<file path="src/rpm_defs.svh">
// Offsets, field positions, reset values and timing counts for rpm block
`ifndef RPM_DEFS_SVH
`define RPM_DEFS_SVH

// Register indices; byte address is four times the index
`define RPM_IDX_PWR      8'h87
`define RPM_IDX_WDC      8'h88
`define RPM_IDX_WDR      8'h89
`define RPM_IDX_SWR      8'h8a
`define RPM_IDX_WAK      8'h8b
`define RPM_IDX_SER      8'h8c
`define RPM_IDX_STS      8'h8d

// Power control fields
`define RPM_PC_IDLE      0
`define RPM_PC_PWRDN     1
`define RPM_PC_OFF       4
`define RPM_PC_EXIT      5
`define RPM_PC_FSEL      6
`define RPM_PC_BAUD      7
`define RPM_PC_RST       8'h00

// Wake configuration fields
`define RPM_WK_EN0       0
`define RPM_WK_EN1       1
`define RPM_WK_LVL0      2
`define RPM_WK_LVL1      3
`define RPM_WK_EN3       4
`define RPM_WK_LOW3      5
`define RPM_WK_RSTEN     6
`define RPM_WK_RST       7'h40

// Unlock sequences
`define RPM_KICK_A       8'h1e
`define RPM_KICK_B       8'he1
`define RPM_SWR_A        8'h5a
`define RPM_SWR_B        8'ha5

// Timing
`define RPM_CLK_MHZ      40
`define RPM_SUT_US       16
`define RPM_SUT_CYC      (`RPM_SUT_US * `RPM_CLK_MHZ)
`define RPM_WD_RST_CYC   5'h10
`define RPM_PIN_RST_CYC  5'h02

// Bus answers
`define RPM_RESP_OK      2'h0
`define RPM_RESP_ERR     2'h2

`endif

</file>
<file path="src/rpm_pkg.sv">
// Types shared by the reset and power mode control block
package rpm_pkg;

    typedef enum logic [2:0] {
        ST_RUN, ST_IDLE, ST_PWRDN, ST_WAKE_TIMED, ST_WAKE_EXT,
        ST_RST_WAKE, ST_RST_HOLD
    } rpm_state_t;

    typedef struct packed {
        logic        awvalid;
        logic [11:0] awaddr;
        logic        wvalid;
        logic [31:0] wdata;
        logic [3:0]  wstrb;
        logic        bready;
        logic        arvalid;
        logic [11:0] araddr;
        logic        rready;
    } rpm_axi_req_t;

    typedef struct packed {
        logic        awready;
        logic        wready;
        logic        bvalid;
        logic [1:0]  bresp;
        logic        arready;
        logic        rvalid;
        logic [31:0] rdata;
        logic [1:0]  rresp;
    } rpm_axi_rsp_t;

endpackage

</file>
<file path="src/rpm_ctrl.sv">
// Reset pulses, idle and power-down control with AXI4-Lite registers
//
// Design decision made here: the AXI4-Lite interface to the registers.
`timescale 1ns/1ps
`include "rpm_defs.svh"

module rpm_ctrl #(
    parameter int unsigned STARTUP_CYC = `RPM_SUT_CYC
) (
    // Clock and reset
    input  wire logic                  clk_i,
    input  wire logic                  sys_rst_i,
    // Register bus
    input  wire rpm_pkg::rpm_axi_req_t axi_req_i,
    output rpm_pkg::rpm_axi_rsp_t      axi_rsp_o,
    // Events from on-chip logic
    input  wire logic                  wdt_timeout_i,
    input  wire logic                  irq_pending_i,
    input  wire logic                  frame_error_i,
    input  wire logic                  serial_mode_bit0_i,
    // Pins and power-on detector
    input  wire logic                  ext_irq_zero_n_i,
    input  wire logic                  ext_irq_one_n_i,
    input  wire logic                  general_irq_three_n_i,
    input  wire logic                  reset_pin_n_i,
    input  wire logic                  power_on_i,
    // Reset and clock control
    output logic                       internal_rst_o,
    output logic                       cpu_clk_en_o,
    output logic                       osc_en_o,
    output logic                       brownout_en_o,
    output logic                       flash_pwr_en_o,
    // Peripheral control
    output logic                       port_hold_o,
    output logic                       periph_run_o,
    output logic                       wdt_run_o,
    output logic                       cmp_run_o,
    output logic                       watchdog_kick_o,
    output logic                       baud_doubler_o,
    output logic                       frame_error_select_o
);

    localparam int NPIN = 5;
    localparam logic [NPIN-1:0] PIN_IDLE = 5'h0f;
    localparam logic [15:0] SUT_LOAD = 16'(STARTUP_CYC - 1);

    // Pin synchroniser: value changes once stages two and three agree
    logic [NPIN-1:0] s1_q, s2_q, s3_q, pin_q, pin_d, prev_q;
    always_ff @(posedge clk_i) begin
        if (sys_rst_i) begin
            s1_q   <= PIN_IDLE;
            s2_q   <= PIN_IDLE;
            s3_q   <= PIN_IDLE;
            pin_q  <= PIN_IDLE;
            prev_q <= PIN_IDLE;
        end else begin
            s1_q   <= {power_on_i, reset_pin_n_i, general_irq_three_n_i,
                       ext_irq_one_n_i, ext_irq_zero_n_i};
            s2_q   <= s1_q;
            s3_q   <= s2_q;
            pin_q  <= pin_d;
            prev_q <= pin_q;
        end
    end

    genvar gi;
    generate
        for (gi = 0; gi < NPIN; gi++) begin : g_pin
            always_comb begin
                pin_d[gi] = (s2_q[gi] == s3_q[gi]) ? s3_q[gi] : pin_q[gi];
            end
        end
    endgenerate

    // Register index decode, used by both bus directions
    function automatic logic idx_hit(input logic [11:0] a);
        logic [7:0] ix;
        ix = a[9:2];
        return (a[11:10] == 2'h0) && (ix >= `RPM_IDX_PWR) &&
               (ix <= `RPM_IDX_STS);
    endfunction

    // Control state
    rpm_pkg::rpm_state_t st_q, st_d;
    logic [7:0]  power_control_q, power_control_d;
    logic [6:0]  wake_q, wake_d;
    logic        wdf_q, wdf_d, swf_q, swf_d, fe_q, fe_d;
    logic        wdi_q, wdi_d, cmi_q, cmi_d;
    logic        arm_k_q, arm_k_d, arm_s_q, arm_s_d, kick_q, kick_d;
    logic [4:0]  rcnt_q, rcnt_d;
    logic [15:0] tmr_q, tmr_d;
    logic        rst_q, rst_d, clk_q, clk_d;
    logic        we;
    logic [7:0]  widx, wdat;

    // Bus state
    logic        awg_q, awg_d, wg_q, wg_d, bv_q, bv_d, rv_q, rv_d;
    logic [11:0] awa_q, awa_d;
    logic [7:0]  wd_q, wd_d;
    logic        ws_q, ws_d;
    logic [1:0]  br_q, br_d, rr_q, rr_d;
    logic [31:0] rd_q, rd_d;

    // Pin aliases and wake qualification
    logic e0, e1, g3, rp, pwr_on, wake_fall, wake_low, rst_fall, in_run;
    always_comb begin
        e0 = wake_q[`RPM_WK_EN0] & wake_q[`RPM_WK_LVL0];
        e1 = wake_q[`RPM_WK_EN1] & wake_q[`RPM_WK_LVL1];
        g3 = wake_q[`RPM_WK_EN3] & wake_q[`RPM_WK_LOW3] &
             ~wake_q[`RPM_WK_RSTEN];
        rp = wake_q[`RPM_WK_RSTEN];
        pwr_on = pin_q[4];
        wake_fall = (e0 & prev_q[0] & ~pin_q[0]) |
                    (e1 & prev_q[1] & ~pin_q[1]) |
                    (g3 & prev_q[2] & ~pin_q[2]);
        wake_low  = (e0 & ~pin_q[0]) | (e1 & ~pin_q[1]) | (g3 & ~pin_q[2]);
        rst_fall  = rp & prev_q[3] & ~pin_q[3];
        in_run    = (st_q == rpm_pkg::ST_RUN) || (st_q == rpm_pkg::ST_IDLE);
    end

    // Register writes, reset pulses and power state machine
    always_comb begin
        st_d = st_q;
        power_control_d = power_control_q;
        wake_d = wake_q;
        wdf_d = wdf_q;
        swf_d = swf_q;
        fe_d = fe_q;
        wdi_d = wdi_q;
        cmi_d = cmi_q;
        arm_k_d = arm_k_q;
        arm_s_d = arm_s_q;
        kick_d = 1'b0;
        rcnt_d = (rcnt_q != 5'h00) ? rcnt_q - 5'h01 : 5'h00;
        tmr_d = tmr_q;
        if (we) begin
            unique case (widx)
                `RPM_IDX_PWR: power_control_d = wdat;
                `RPM_IDX_WDC: begin
                    wdf_d = wdf_q & ~wdat[0];
                    swf_d = swf_q & ~wdat[1];
                    wdi_d = wdat[2];
                    cmi_d = wdat[3];
                end
                `RPM_IDX_WDR: begin
                    kick_d  = arm_k_q && (wdat == `RPM_KICK_B);
                    arm_k_d = (wdat == `RPM_KICK_A);
                end
                `RPM_IDX_SWR: begin
                    if (arm_s_q && (wdat == `RPM_SWR_B)) begin
                        rcnt_d = `RPM_WD_RST_CYC;
                        swf_d = 1'b1;
                    end
                    arm_s_d = (wdat == `RPM_SWR_A);
                end
                `RPM_IDX_WAK: wake_d = wdat[6:0];
                `RPM_IDX_SER: fe_d = fe_q & ~(wdat[7] & power_control_q[`RPM_PC_FSEL]);
                default: ;
            endcase
        end
        // frame error sets whatever the view; set beats clear
        if (frame_error_i) fe_d = 1'b1;
        if (wdt_timeout_i) begin
            rcnt_d = `RPM_WD_RST_CYC;
            wdf_d = 1'b1;
        end
        if (pwr_on) power_control_d[`RPM_PC_OFF] = 1'b1;
        unique case (st_q)
            rpm_pkg::ST_RUN: begin
                if (power_control_q[`RPM_PC_PWRDN]) st_d = rpm_pkg::ST_PWRDN;
                else if (power_control_q[`RPM_PC_IDLE]) st_d = rpm_pkg::ST_IDLE;
            end
            rpm_pkg::ST_IDLE: begin
                if (irq_pending_i) begin
                    st_d = rpm_pkg::ST_RUN;
                    power_control_d[`RPM_PC_IDLE] = 1'b0;
                end
            end
            rpm_pkg::ST_PWRDN: begin
                if (wake_fall) begin
                    tmr_d = SUT_LOAD;
                    st_d = power_control_q[`RPM_PC_EXIT] ? rpm_pkg::ST_WAKE_EXT
                                                : rpm_pkg::ST_WAKE_TIMED;
                end else if (rst_fall) begin
                    tmr_d = SUT_LOAD;
                    st_d = rpm_pkg::ST_RST_WAKE;
                end
            end
            rpm_pkg::ST_WAKE_TIMED: begin
                // pin may rise early, timer alone decides
                if (tmr_q == 16'h0000) begin
                    st_d = rpm_pkg::ST_RUN;
                    power_control_d[`RPM_PC_PWRDN] = 1'b0;
                    power_control_d[`RPM_PC_IDLE] = 1'b0;
                end else begin
                    tmr_d = tmr_q - 16'h0001;
                end
            end
            rpm_pkg::ST_WAKE_EXT: begin
                if (!wake_low) begin
                    st_d = rpm_pkg::ST_RUN;
                    power_control_d[`RPM_PC_PWRDN] = 1'b0;
                    power_control_d[`RPM_PC_IDLE] = 1'b0;
                end
            end
            rpm_pkg::ST_RST_WAKE: begin
                if (tmr_q == 16'h0000) begin
                    if (pin_q[3]) begin
                        st_d = rpm_pkg::ST_RUN;
                        rcnt_d = `RPM_PIN_RST_CYC;
                    end else begin
                        st_d = rpm_pkg::ST_RST_HOLD;
                    end
                    power_control_d[`RPM_PC_PWRDN] = 1'b0;
                    power_control_d[`RPM_PC_IDLE] = 1'b0;
                end else begin
                    tmr_d = tmr_q - 16'h0001;
                end
            end
            rpm_pkg::ST_RST_HOLD: begin
                // stay in reset until the pin is high
                if (pin_q[3]) st_d = rpm_pkg::ST_RUN;
            end
            // Unused state code falls back to run
            default: st_d = rpm_pkg::ST_RUN;
        endcase
        // reset ends idle; warm reset keeps power-off flag
        if (rst_q && in_run) begin
            st_d = rpm_pkg::ST_RUN;
            power_control_d = power_control_d & (8'h01 << `RPM_PC_OFF);
            arm_k_d = 1'b0;
            arm_s_d = 1'b0;
        end
        rst_d = (rcnt_d != 5'h00) || (st_d == rpm_pkg::ST_RST_HOLD) ||
                (rp && !pin_q[3] && in_run);
        clk_d = (st_d == rpm_pkg::ST_RUN);
    end

    always_ff @(posedge clk_i) begin
        if (sys_rst_i) begin
            st_q <= rpm_pkg::ST_RUN;
            power_control_q <= `RPM_PC_RST;
            wake_q <= `RPM_WK_RST;
            {wdf_q, swf_q, fe_q, wdi_q, cmi_q} <= 5'h00;
            {arm_k_q, arm_s_q, kick_q} <= 3'h0;
            rcnt_q <= 5'h00;
            tmr_q <= 16'h0000;
            rst_q <= 1'b0;
            clk_q <= 1'b1;
        end else begin
            st_q <= st_d;
            power_control_q <= power_control_d;
            wake_q <= wake_d;
            {wdf_q, swf_q, fe_q, wdi_q, cmi_q} <=
                {wdf_d, swf_d, fe_d, wdi_d, cmi_d};
            {arm_k_q, arm_s_q, kick_q} <= {arm_k_d, arm_s_d, kick_d};
            rcnt_q <= rcnt_d;
            tmr_q <= tmr_d;
            rst_q <= rst_d;
            clk_q <= clk_d;
        end
    end

    // Read view of one register
    function automatic logic [7:0] rd_val(input logic [7:0] ix);
        unique case (ix)
            `RPM_IDX_PWR: return power_control_q;
            `RPM_IDX_WDC: return {4'h0, cmi_q, wdi_q, swf_q, wdf_q};
            `RPM_IDX_WAK: return {1'b0, wake_q};
            // bit 7 view by frame error select
            `RPM_IDX_SER: return {power_control_q[`RPM_PC_FSEL] ? fe_q
                                  : serial_mode_bit0_i, 7'h00};
            `RPM_IDX_STS: return {4'h0, rst_q, st_q == rpm_pkg::ST_PWRDN,
                                  st_q == rpm_pkg::ST_IDLE, clk_q};
            default: return 8'h00;
        endcase
    endfunction

    // AXI4-Lite slave; address and data latched in either order
    always_comb begin
        awg_d = awg_q;
        wg_d = wg_q;
        awa_d = awa_q;
        wd_d = wd_q;
        ws_d = ws_q;
        bv_d = bv_q & ~axi_req_i.bready;
        br_d = br_q;
        rv_d = rv_q & ~axi_req_i.rready;
        rr_d = rr_q;
        rd_d = rd_q;
        axi_rsp_o.awready = !awg_q && !bv_q;
        axi_rsp_o.wready = !wg_q && !bv_q;
        axi_rsp_o.arready = !rv_q;
        if (axi_req_i.awvalid && axi_rsp_o.awready) begin
            awg_d = 1'b1;
            awa_d = axi_req_i.awaddr;
        end
        if (axi_req_i.wvalid && axi_rsp_o.wready) begin
            wg_d = 1'b1;
            wd_d = axi_req_i.wdata[7:0];
            ws_d = axi_req_i.wstrb[0];
        end
        // Write lands one cycle after both halves are held
        we = awg_q && wg_q && idx_hit(awa_q) && ws_q;
        widx = awa_q[9:2];
        wdat = wd_q;
        if (awg_q && wg_q) begin
            awg_d = 1'b0;
            wg_d = 1'b0;
            bv_d = 1'b1;
            br_d = idx_hit(awa_q) ? `RPM_RESP_OK : `RPM_RESP_ERR;
        end
        if (axi_req_i.arvalid && axi_rsp_o.arready) begin
            rv_d = 1'b1;
            rr_d = idx_hit(axi_req_i.araddr) ? `RPM_RESP_OK : `RPM_RESP_ERR;
            // Refused reads return zero data
            rd_d = idx_hit(axi_req_i.araddr)
                 ? {24'h000000, rd_val(axi_req_i.araddr[9:2])}
                 : 32'h00000000;
        end
        axi_rsp_o.bvalid = bv_q;
        axi_rsp_o.bresp = br_q;
        axi_rsp_o.rvalid = rv_q;
        axi_rsp_o.rresp = rr_q;
        axi_rsp_o.rdata = rd_q;
    end

    always_ff @(posedge clk_i) begin
        if (sys_rst_i) begin
            {awg_q, wg_q, bv_q, rv_q, ws_q} <= 5'h00;
            awa_q <= 12'h000;
            wd_q <= 8'h00;
            br_q <= 2'h0;
            rr_q <= 2'h0;
            rd_q <= 32'h00000000;
        end else begin
            {awg_q, wg_q, bv_q, rv_q, ws_q} <= {awg_d, wg_d, bv_d, rv_d, ws_d};
            awa_q <= awa_d;
            wd_q <= wd_d;
            br_q <= br_d;
            rr_q <= rr_d;
            rd_q <= rd_d;
        end
    end

    // Outputs; power and hold enables decoded from state
    always_comb begin
        internal_rst_o = rst_q;
        cpu_clk_en_o = clk_q;
        osc_en_o = (st_q != rpm_pkg::ST_PWRDN);
        brownout_en_o = (st_q != rpm_pkg::ST_PWRDN);
        flash_pwr_en_o = (st_q != rpm_pkg::ST_PWRDN);
        // ports frozen, peripherals alive in idle
        port_hold_o = (st_q == rpm_pkg::ST_IDLE);
        periph_run_o = in_run;
        wdt_run_o = (st_q == rpm_pkg::ST_RUN) || (port_hold_o && wdi_q);
        cmp_run_o = (st_q == rpm_pkg::ST_RUN) || (port_hold_o && cmi_q);
        watchdog_kick_o = kick_q;
        baud_doubler_o = power_control_q[`RPM_PC_BAUD];
        frame_error_select_o = power_control_q[`RPM_PC_FSEL];
    end

endmodule

</file>
<file path="config.mk">
export PLATFORM = sky130hd
export DESIGN_NAME = rpm_ctrl
export DESIGN_NICKNAME = d
export VERILOG_FILES = /design/src/rpm_pkg.sv /design/src/rpm_ctrl.sv
export VERILOG_INCLUDE_DIRS = /design/src
export SDC_FILE = /design/constraint.sdc
export NUM_CORES = 1
export LEC_CHECK = 0
export ABC_AREA = 0
export ABC_CLOCK_PERIOD_IN_PS = 2700
export BUFFER_PORTS_ARGS = -buffer_cell sky130_fd_sc_hd__buf_2
export CAP_MARGIN = 10
export CELL_PAD_IN_SITES_DETAIL_PLACEMENT = 2
export CELL_PAD_IN_SITES_GLOBAL_PLACEMENT = 2
export CORE_ASPECT_RATIO = 0.7
export CORE_MARGIN = 10
export CORE_UTILIZATION = 28
export DETAILED_ROUTE_END_ITERATION = 8
export PLACE_DENSITY = 0.76
export SLEW_MARGIN = 20
export SYNTH_ARGS = -nofsm -noshare
export SYNTH_HDL_FRONTEND = slang
export SYNTH_SLANG_ARGS = --single-unit
export TNS_END_PERCENT = 30
</file>
<file path="constraint.sdc">
create_clock -name clk_i -period 2.7 [get_ports clk_i]
set_clock_uncertainty 0.2 [all_clocks]
set_input_delay 0.81 -clock clk_i [delete_from_list [all_inputs] [get_ports clk_i]]
set_output_delay 0.81 -clock clk_i [all_outputs]
set_load 0.05 [all_outputs]
</file>
==> metrics.cfg, run 1 <==
[drt]
first_iter_violations=239
drc=0
drtAntennaViolNets=0
vias=4205
dr.pass1.iters=4
wire_per_inst_um=18.0
routed_wl_mm=15.6
drt-vias-per-instance=4.85

[synth]
yosysTopAreaCellShare=0.443
yosysTopAreaCell=dfxtp_1
syn_inst=551
ys.warnings.count=0
synth_edf_count=0
yosysSeqAreaShare=0.443
netlist_area_mm2=0.00479
ys_types=63
synth_seq_cells=106
synth_area_leaders=dfxtp_1 (44%), a21oi_1 (5.3%), buf_4 (4.9%)
synth-main-ff-cell=dfxtp_1
async_reset_ff_frac=0
avgSynthCellArea_um2=8.70

[critical_path]
crit_arrival_ns=1.65
worstPathRequired_ns=1.69
critPathLaunchType=flip-flop
critPathKind=flip-flop to output port
crit_fanout=6
endpoint_kind=output port

[timing]
rsz0062_at_grt=yes
setup_violations=0
tightest_slew_ns=0.638
maxSlewViolCount=0
relSlewSlack=0.575
timing.fmax_ghz=0.376
holdWs_ns=0.212
min_period_over_period=0.984
hold_viol_final=0
fin_crit_ns=2.66

[power]
power.density_mw_per_mm2=577
max-vdd-ir-drop_v=0.000306
p_total_mw=3.32
p_leak_nw=2.37

[outcome]
status=completed

[placement]
placedCellCount=850
hpwlAfterDp_mm=12.2
gp_congestion=0.832
port_buffers=71

[final_layout]
multi_input_comb_area_mm2=0.00241
finalNetCount=716
seq_area_mm2=0.00213
layout_common_cells=dfxtp_1 (103), buf_2 (71), nor2_1 (58), nand2_1 (58), a21oi_1 (51)
final_cells=867
final_common_cell=dfxtp_1
drive_above_1_share=0.243
fin_util=0.348
syn_to_final_growth_pct=20.2
fillers=1870
insertedDiodeCount=0

[cts]
cts_hold_buf=0
cts_tree=done
clkTransAtPathRegs_ns=0.07
cts_max_path_buffers=2
htree_levels=3
numCtsBuffers=9
root_buffer=clkbuf_16
clock_latency_ns=0.35
clock_sinks=106

[grt]
grt_antenna_before_repair=0
overflow=0
grt_max_degree=36
first_global_vias=4703
grtUsageTotal=0.136
grt_pass1_wl_mm=25.0

[worst_hold_path]
worstHoldPathType=flip-flop to flip-flop

[floorplanning]
fp.coreArea_mm2=0.0165
die_y_um=129
die_area_mm2=0.0228
io_pins=129
die_width_um=176
start_util=0.290
row_count=39

[flow_run]
drv_cap=0

synthesized netlist by cell type, types with 3 or more instances:
cell type and number:
nor4b_1 7, mux2i_1 17, o31ai_1 4, or2_2 18, nor3_1 10, o21bai_1 4, a211oi_1 4, a21oi_1 51
a221o_1 4, nand2b_1 5, a22oi_1 13, o211ai_1 3, or3_1 4, nor2_1 59, buf_4 31, nand4b_1 8
nand3b_1 3, a22o_1 3, xor2_1 8, clkbuf_1 20, and2_1 6, inv_1 19, nor2b_1 11, nor3b_1 3
nor4_1 3, xnor2_1 5, ha_1 3, nand3_1 6, and2b_1 3, dfxtp_1 106, o21ai_0 10, nand4_1 3
nand2_1 58
power breakdown:
| part | switching [mW] | leakage, nW | total [mW] | internal [mW] |
|---|---|---|---|---|
| registers | 0.0526 | 0.865 | 1.66 | 1.61 |
| clock network | 0.640 | 0.138 | 1.29 | 0.648 |
| logic | 0.262 | 1.36 | 0.372 | 0.110 |
| total | 0.955 | 2.37 | 3.32 | 2.37 |
per-layer routing:
metal	share of wire	global-route usage	vias up
met5	0	0	-
met4	0.0073	0.0301	0
met3	0.048	0.0357	9
met2	0.46	0.225	87
met1	0.48	0.173	2074
li1	-	-	2035
cell type report:
cell class              instances  area share
flip-flops and latches        106       0.369
clock inverters                 6      0.0106
clock buffers                  10      0.0397
inverters                      19      0.0124
multi-input cells             399       0.417
well taps                     225      0.0488
repair buffers                102       0.102
through the flow:
stage | worst slack [ns] | TNS [ns] | cell area (um^2)
CTS | -0.0571 | -0.170 | 5750
finish | 0.0437 | 0 | 5760
floorplan | -0.00670 | -0.0126 | 4900
global route | -0.0349 | -0.104 | 5760
detailed placement | -0.269 | -2.24 | 5450
global placement | -0.174 | -1.34 | 5450
cells by family (layout without fill, tap and decap cells):
family | count (synthesis) | count (layout) | share of synthesized area
buf+inv | 71 | 137 | 0.0801
compound gates | 114 | 114 | 0.154
simple gates | 225 | 225 | 0.253
fa+ha+maj | 3 | 3 | 0.00783
other cells | 1 | 26 | 0.000782
flops | 106 | 106 | 0.443
mux | 18 | 18 | 0.0378
xor+xnor | 13 | 13 | 0.0237
worst max-delay path: stages, from the launching register on:
cell and delay (ns):
dfxtp_2 0.40, and2b_1 0.22, and2b_1 0.19, inv_1 0.08
buf_4 0.14, buf_2 0.26
state kept, by name (all words and copies together), names as in the netlist, 3 cells and up:
name / count
s3_q: 5
s2_q: 5
tmr_q: 16
pin_q: 5
s1_q: 5
rcnt_q: 5
st_q: 3
awa_q: 10
wake_q: 7
power_control_q: 8
prev_q: 4
wd_q: 8
rd_q: 8
worst paths after layout:
kind | endpoint | slack [ns] | depth (start not counted) | from
hold / removal | s2_q[0]$_SDFF_PP1_ | 0.21 | 1 | s1_q[0]$_SDFF_PP1_
hold reg to reg | s2_q[0]$_SDFF_PP1_ | 0.21 | 1 | s1_q[0]$_SDFF_PP1_
setup reg to reg | tmr_q[15]$_SDFFE_PP0P_ | 0.16 | 6 | tmr_q[6]$_SDFFE_PP0P_
setup / recovery | osc_en_o | 0.04 | 5 | st_q[2]$_SDFF_PP0_
what timing repair did:
item	4_1_cts	5_1_grt
buffers inserted	1	0
setup endpoints to repair	11	9
pin swaps	2	1
resized for setup	3	5
Power figures use the tool's default switching activity.
==> run 2, diff against run 1 <==
--- a/config.mk
+++ b/config.mk
@@ -10,13 +10,12 @@
 export ABC_CLOCK_PERIOD_IN_PS = 2700
 export BUFFER_PORTS_ARGS = -buffer_cell sky130_fd_sc_hd__buf_2
 export CAP_MARGIN = 10
-export CELL_PAD_IN_SITES_DETAIL_PLACEMENT = 2
-export CELL_PAD_IN_SITES_GLOBAL_PLACEMENT = 2
 export CORE_ASPECT_RATIO = 0.7
 export CORE_MARGIN = 10
-export CORE_UTILIZATION = 28
+export CORE_UTILIZATION = 47
 export DETAILED_ROUTE_END_ITERATION = 8
-export PLACE_DENSITY = 0.76
+export PLACE_DENSITY = 0.74
+export SKIP_CTS_REPAIR_TIMING = 1
 export SLEW_MARGIN = 20
 export SYNTH_ARGS = -nofsm -noshare
 export SYNTH_HDL_FRONTEND = slang
==> run 2 against run 1 <==
  * Hold slack worse by 0.0056 ns
  * Non-clock buffer count is 5 lower
  * First-iteration DRC count is 12% higher
  * Die area is 36% lower
  * Flip-flop and latch count stayed put
  * Wire length is 25% lower
  * Final cell count is 12% lower
  * Global-route usage is 1.9 points higher
  * Core utilization is 22 points higher
  * Combinational power is 5% lower
  * Clock power hardly changed
  * Count of clock-buffer cells in the layout is 1 higher
  * Highest routed layer is now met5
==> metrics.cfg, run 2 (synthesis results as in run 1) <==
[outcome]
status=completed

[final_layout]
drive_above_1_share=0.234  ; -0.00871
largest_reg_flops=16  ; unchanged
reg_top3=tmr_q x16, awa_q x10
top_register=tmr_q
final_cells=764  ; -12%
finalNetCount=711  ; -0.70%
final_common_cell=dfxtp_1
insertedDiodeCount=0  ; unchanged
syn_to_final_growth_pct=17.1
layout_common_cells=dfxtp_1 (105), buf_2 (68), nor2_1 (58), nand2_1 (58), a21oi_1 (51)
fin_area_mm2=0.00561  ; -2.6%

[critical_path]
r2r_setup_slack_ns=0.20  ; +0.04 ns
worst_path_largest_cell_delay_ns=0.68  ; +0.28 ns
critPathLaunchType=input port
crit_buf_inv=1  ; -2
crit_family=simple AND/OR/NAND/NOR gates
r2r-start=tmr_q[6]$_SDFFE_PP0P_
endpoint_kind=flip-flop
crit_arrival_ns=2.71  ; +1.06 ns
cp_slowest_cell=or4b_2
reg2reg_to=tmr_q[15]$_SDFFE_PP0P_
worstPathRequired_ns=2.78  ; +1.09 ns
critPathKind=input port to flip-flop
r2r_cells=6  ; unchanged
path_cells=buf_2 > or4b_2 > or4_1 > a211oi_1 > a22oi_1 > nor2_1
crit_fanout=3  ; -3

[floorplanning]
start_util=0.488  ; +0.198
row_count=30  ; -23%
die_area_mm2=0.0147  ; -36%
fp.coreArea_mm2=0.00983  ; -41%
io_pins=129  ; unchanged
die_y_um=105  ; -19%
die_width_um=141  ; -20%

[grt]
overflow=0  ; unchanged
grt_max_degree=29  ; -19%
grt_pass1_wl_mm=19.3  ; -23%
grtUsageTotal=0.155  ; +0.0195
first_global_vias=4061  ; -14%
grt_antenna_before_repair=1  ; +1

[timing]
min_period_over_period=0.974  ; -0.0100
timing.fmax_ghz=0.380  ; +1.0%
setup_violations=0  ; unchanged
relSlewSlack=0.658  ; +0.0828
maxSlewViolCount=0  ; unchanged
tightest_slew_ns=0.514  ; -0.124 ns
fin_crit_ns=2.63  ; -0.0271 ns
rsz0062_at_grt=no
setup_tns_ns=0  ; unchanged
holdWs_ns=0.207  ; -0.00556 ns
hold_viol_final=0  ; unchanged

[cts]
clock_latency_ns=0.35  ; about the same
numCtsBuffers=9  ; unchanged
clkTransAtPathRegs_ns=0.06  ; about the same
clock_sinks=106  ; unchanged
cts_max_path_buffers=2  ; unchanged
root_buffer=clkbuf_16
cts_tree=done
htree_levels=3  ; unchanged

[worst_hold_path]
hold_depth=1  ; unchanged
hold_path_startpoint=s1_q[0]$_SDFF_PP1_
worstHoldPathType=flip-flop to flip-flop
hold_end=s2_q[0]$_SDFF_PP1_

[placement]
placedCellCount=748  ; -12%
gp_congestion=0.881  ; +6.0%
placed_cell_area_mm2=0.00529  ; -2.9%
hpwlAfterDp_mm=8.94  ; -27%
port_buffers=71  ; unchanged

[drt]
drtAntennaViolNets=0  ; unchanged
first_iter_violations=267  ; +12%
wire_per_inst_um=15.4  ; -15%
drt-vias-per-instance=5.31  ; +9.6%
routed_wl_mm=11.7  ; -25%
vias=4060  ; -3.4%
drc=0  ; unchanged
dr.pass1.iters=5  ; +1

[flow_run]
drv_cap=0  ; unchanged

[power]
p_sw_mw=0.855  ; -10%
comb_power_share=0.107  ; -0.005
p_leak_nw=2.35  ; -0.86%
p_seq_frac=0.500  ; about the same
sw_frac_of_total=0.258  ; -0.0295
power.density_mw_per_mm2=590  ; +2.4%
p_int_mw=2.46  ; +3.9%
max-vdd-ir-drop_v=0.000281  ; -8.2%
clkPwrFrac=0.393  ; +0.005

-- run 2: cell types whose count changed in the layout (fill, tap and decap cells not counted), sizes merged --
cell	delta
inv	-1
clkinv	-2
buf	-7
clkbuf	+3
bufinv	+1
-- run 2: per-stage QoR --
| stage | total power, mW | worst slack, ns | util |
|---|---|---|---|
| after floorplan | 1.97 | -0.00670 | - |
| after global placement | 2.03 | -0.169 | 0.538 |
| after detailed placement | 2.04 | -0.265 | 0.538 |
| after CTS | 3.34 | -0.0112 | 0.568 |
| after global routing | 3.44 | 0.00899 | 0.571 |
| final | 3.31 | 0.0708 | 0.571 |
-- run 2: cell type report --
cell class	instances	area, um^2
Inverter	19	71.3
Clock inverter	4	51.3
Clock buffer	11	243
Tap cell	128	160
Sequential cell	106	2120
Timing Repair Buffer	97	558
Multi-Input combinational cell	399	2410
Fill cell	865	4220
-- run 2: power by group through the flow --
stage	clock [mW]	combinational (mW)	sequential (mW)
floorplan	0	0.280	1.69
global placement	0	0.341	1.69
detailed placement	0	0.349	1.69
CTS	1.33	0.351	1.66
global route	1.39	0.387	1.66
finish	1.30	0.353	1.66
-- run 2: metal layers --
| layer | up-vias | part of all wire | GRT usage |
|---|---|---|---|
| met5 | - | 0.00094 | 0 |
| met4 | 2 | 0.014 | 0.0485 |
| met3 | 20 | 0.078 | 0.0602 |
| met2 | 121 | 0.43 | 0.230 |
| met1 | 1887 | 0.47 | 0.202 |
| li1 | 2030 | - | - |
-- run 2: worst max path at each step --
stage | end | slack (ns) | start | depth (start not counted)
6_report | rd_q[6]$_SDFFE_PP0P_ | 0.07 | axi_req_i[7] | 6
5_1_grt | brownout_en_o | 0.009 | st_q[2]$_SDFF_PP0_ | 4
4_1_cts | flash_pwr_en_o | -0.01 | st_q[2]$_SDFF_PP0_ | 4
3_5_place_dp | rd_q[6]$_SDFFE_PP0P_ | -0.26 | axi_req_i[7] | 6
3_3_place_gp | rd_q[5]$_SDFFE_PP0P_ | -0.17 | axi_req_i[7] | 6
2_1_floorplan | rd_q[6]$_SDFFE_PP0P_ | -0.007 | axi_req_i[7] | 5
-- run 2: worst reg2reg max path, delay by kind of cell (launching register included) --
family,cells,cell delay [ns]
AND/OR/NAND/NOR,4,1.59
flip-flops,1,0.36
AO/OA/AOI/OAI,2,0.29
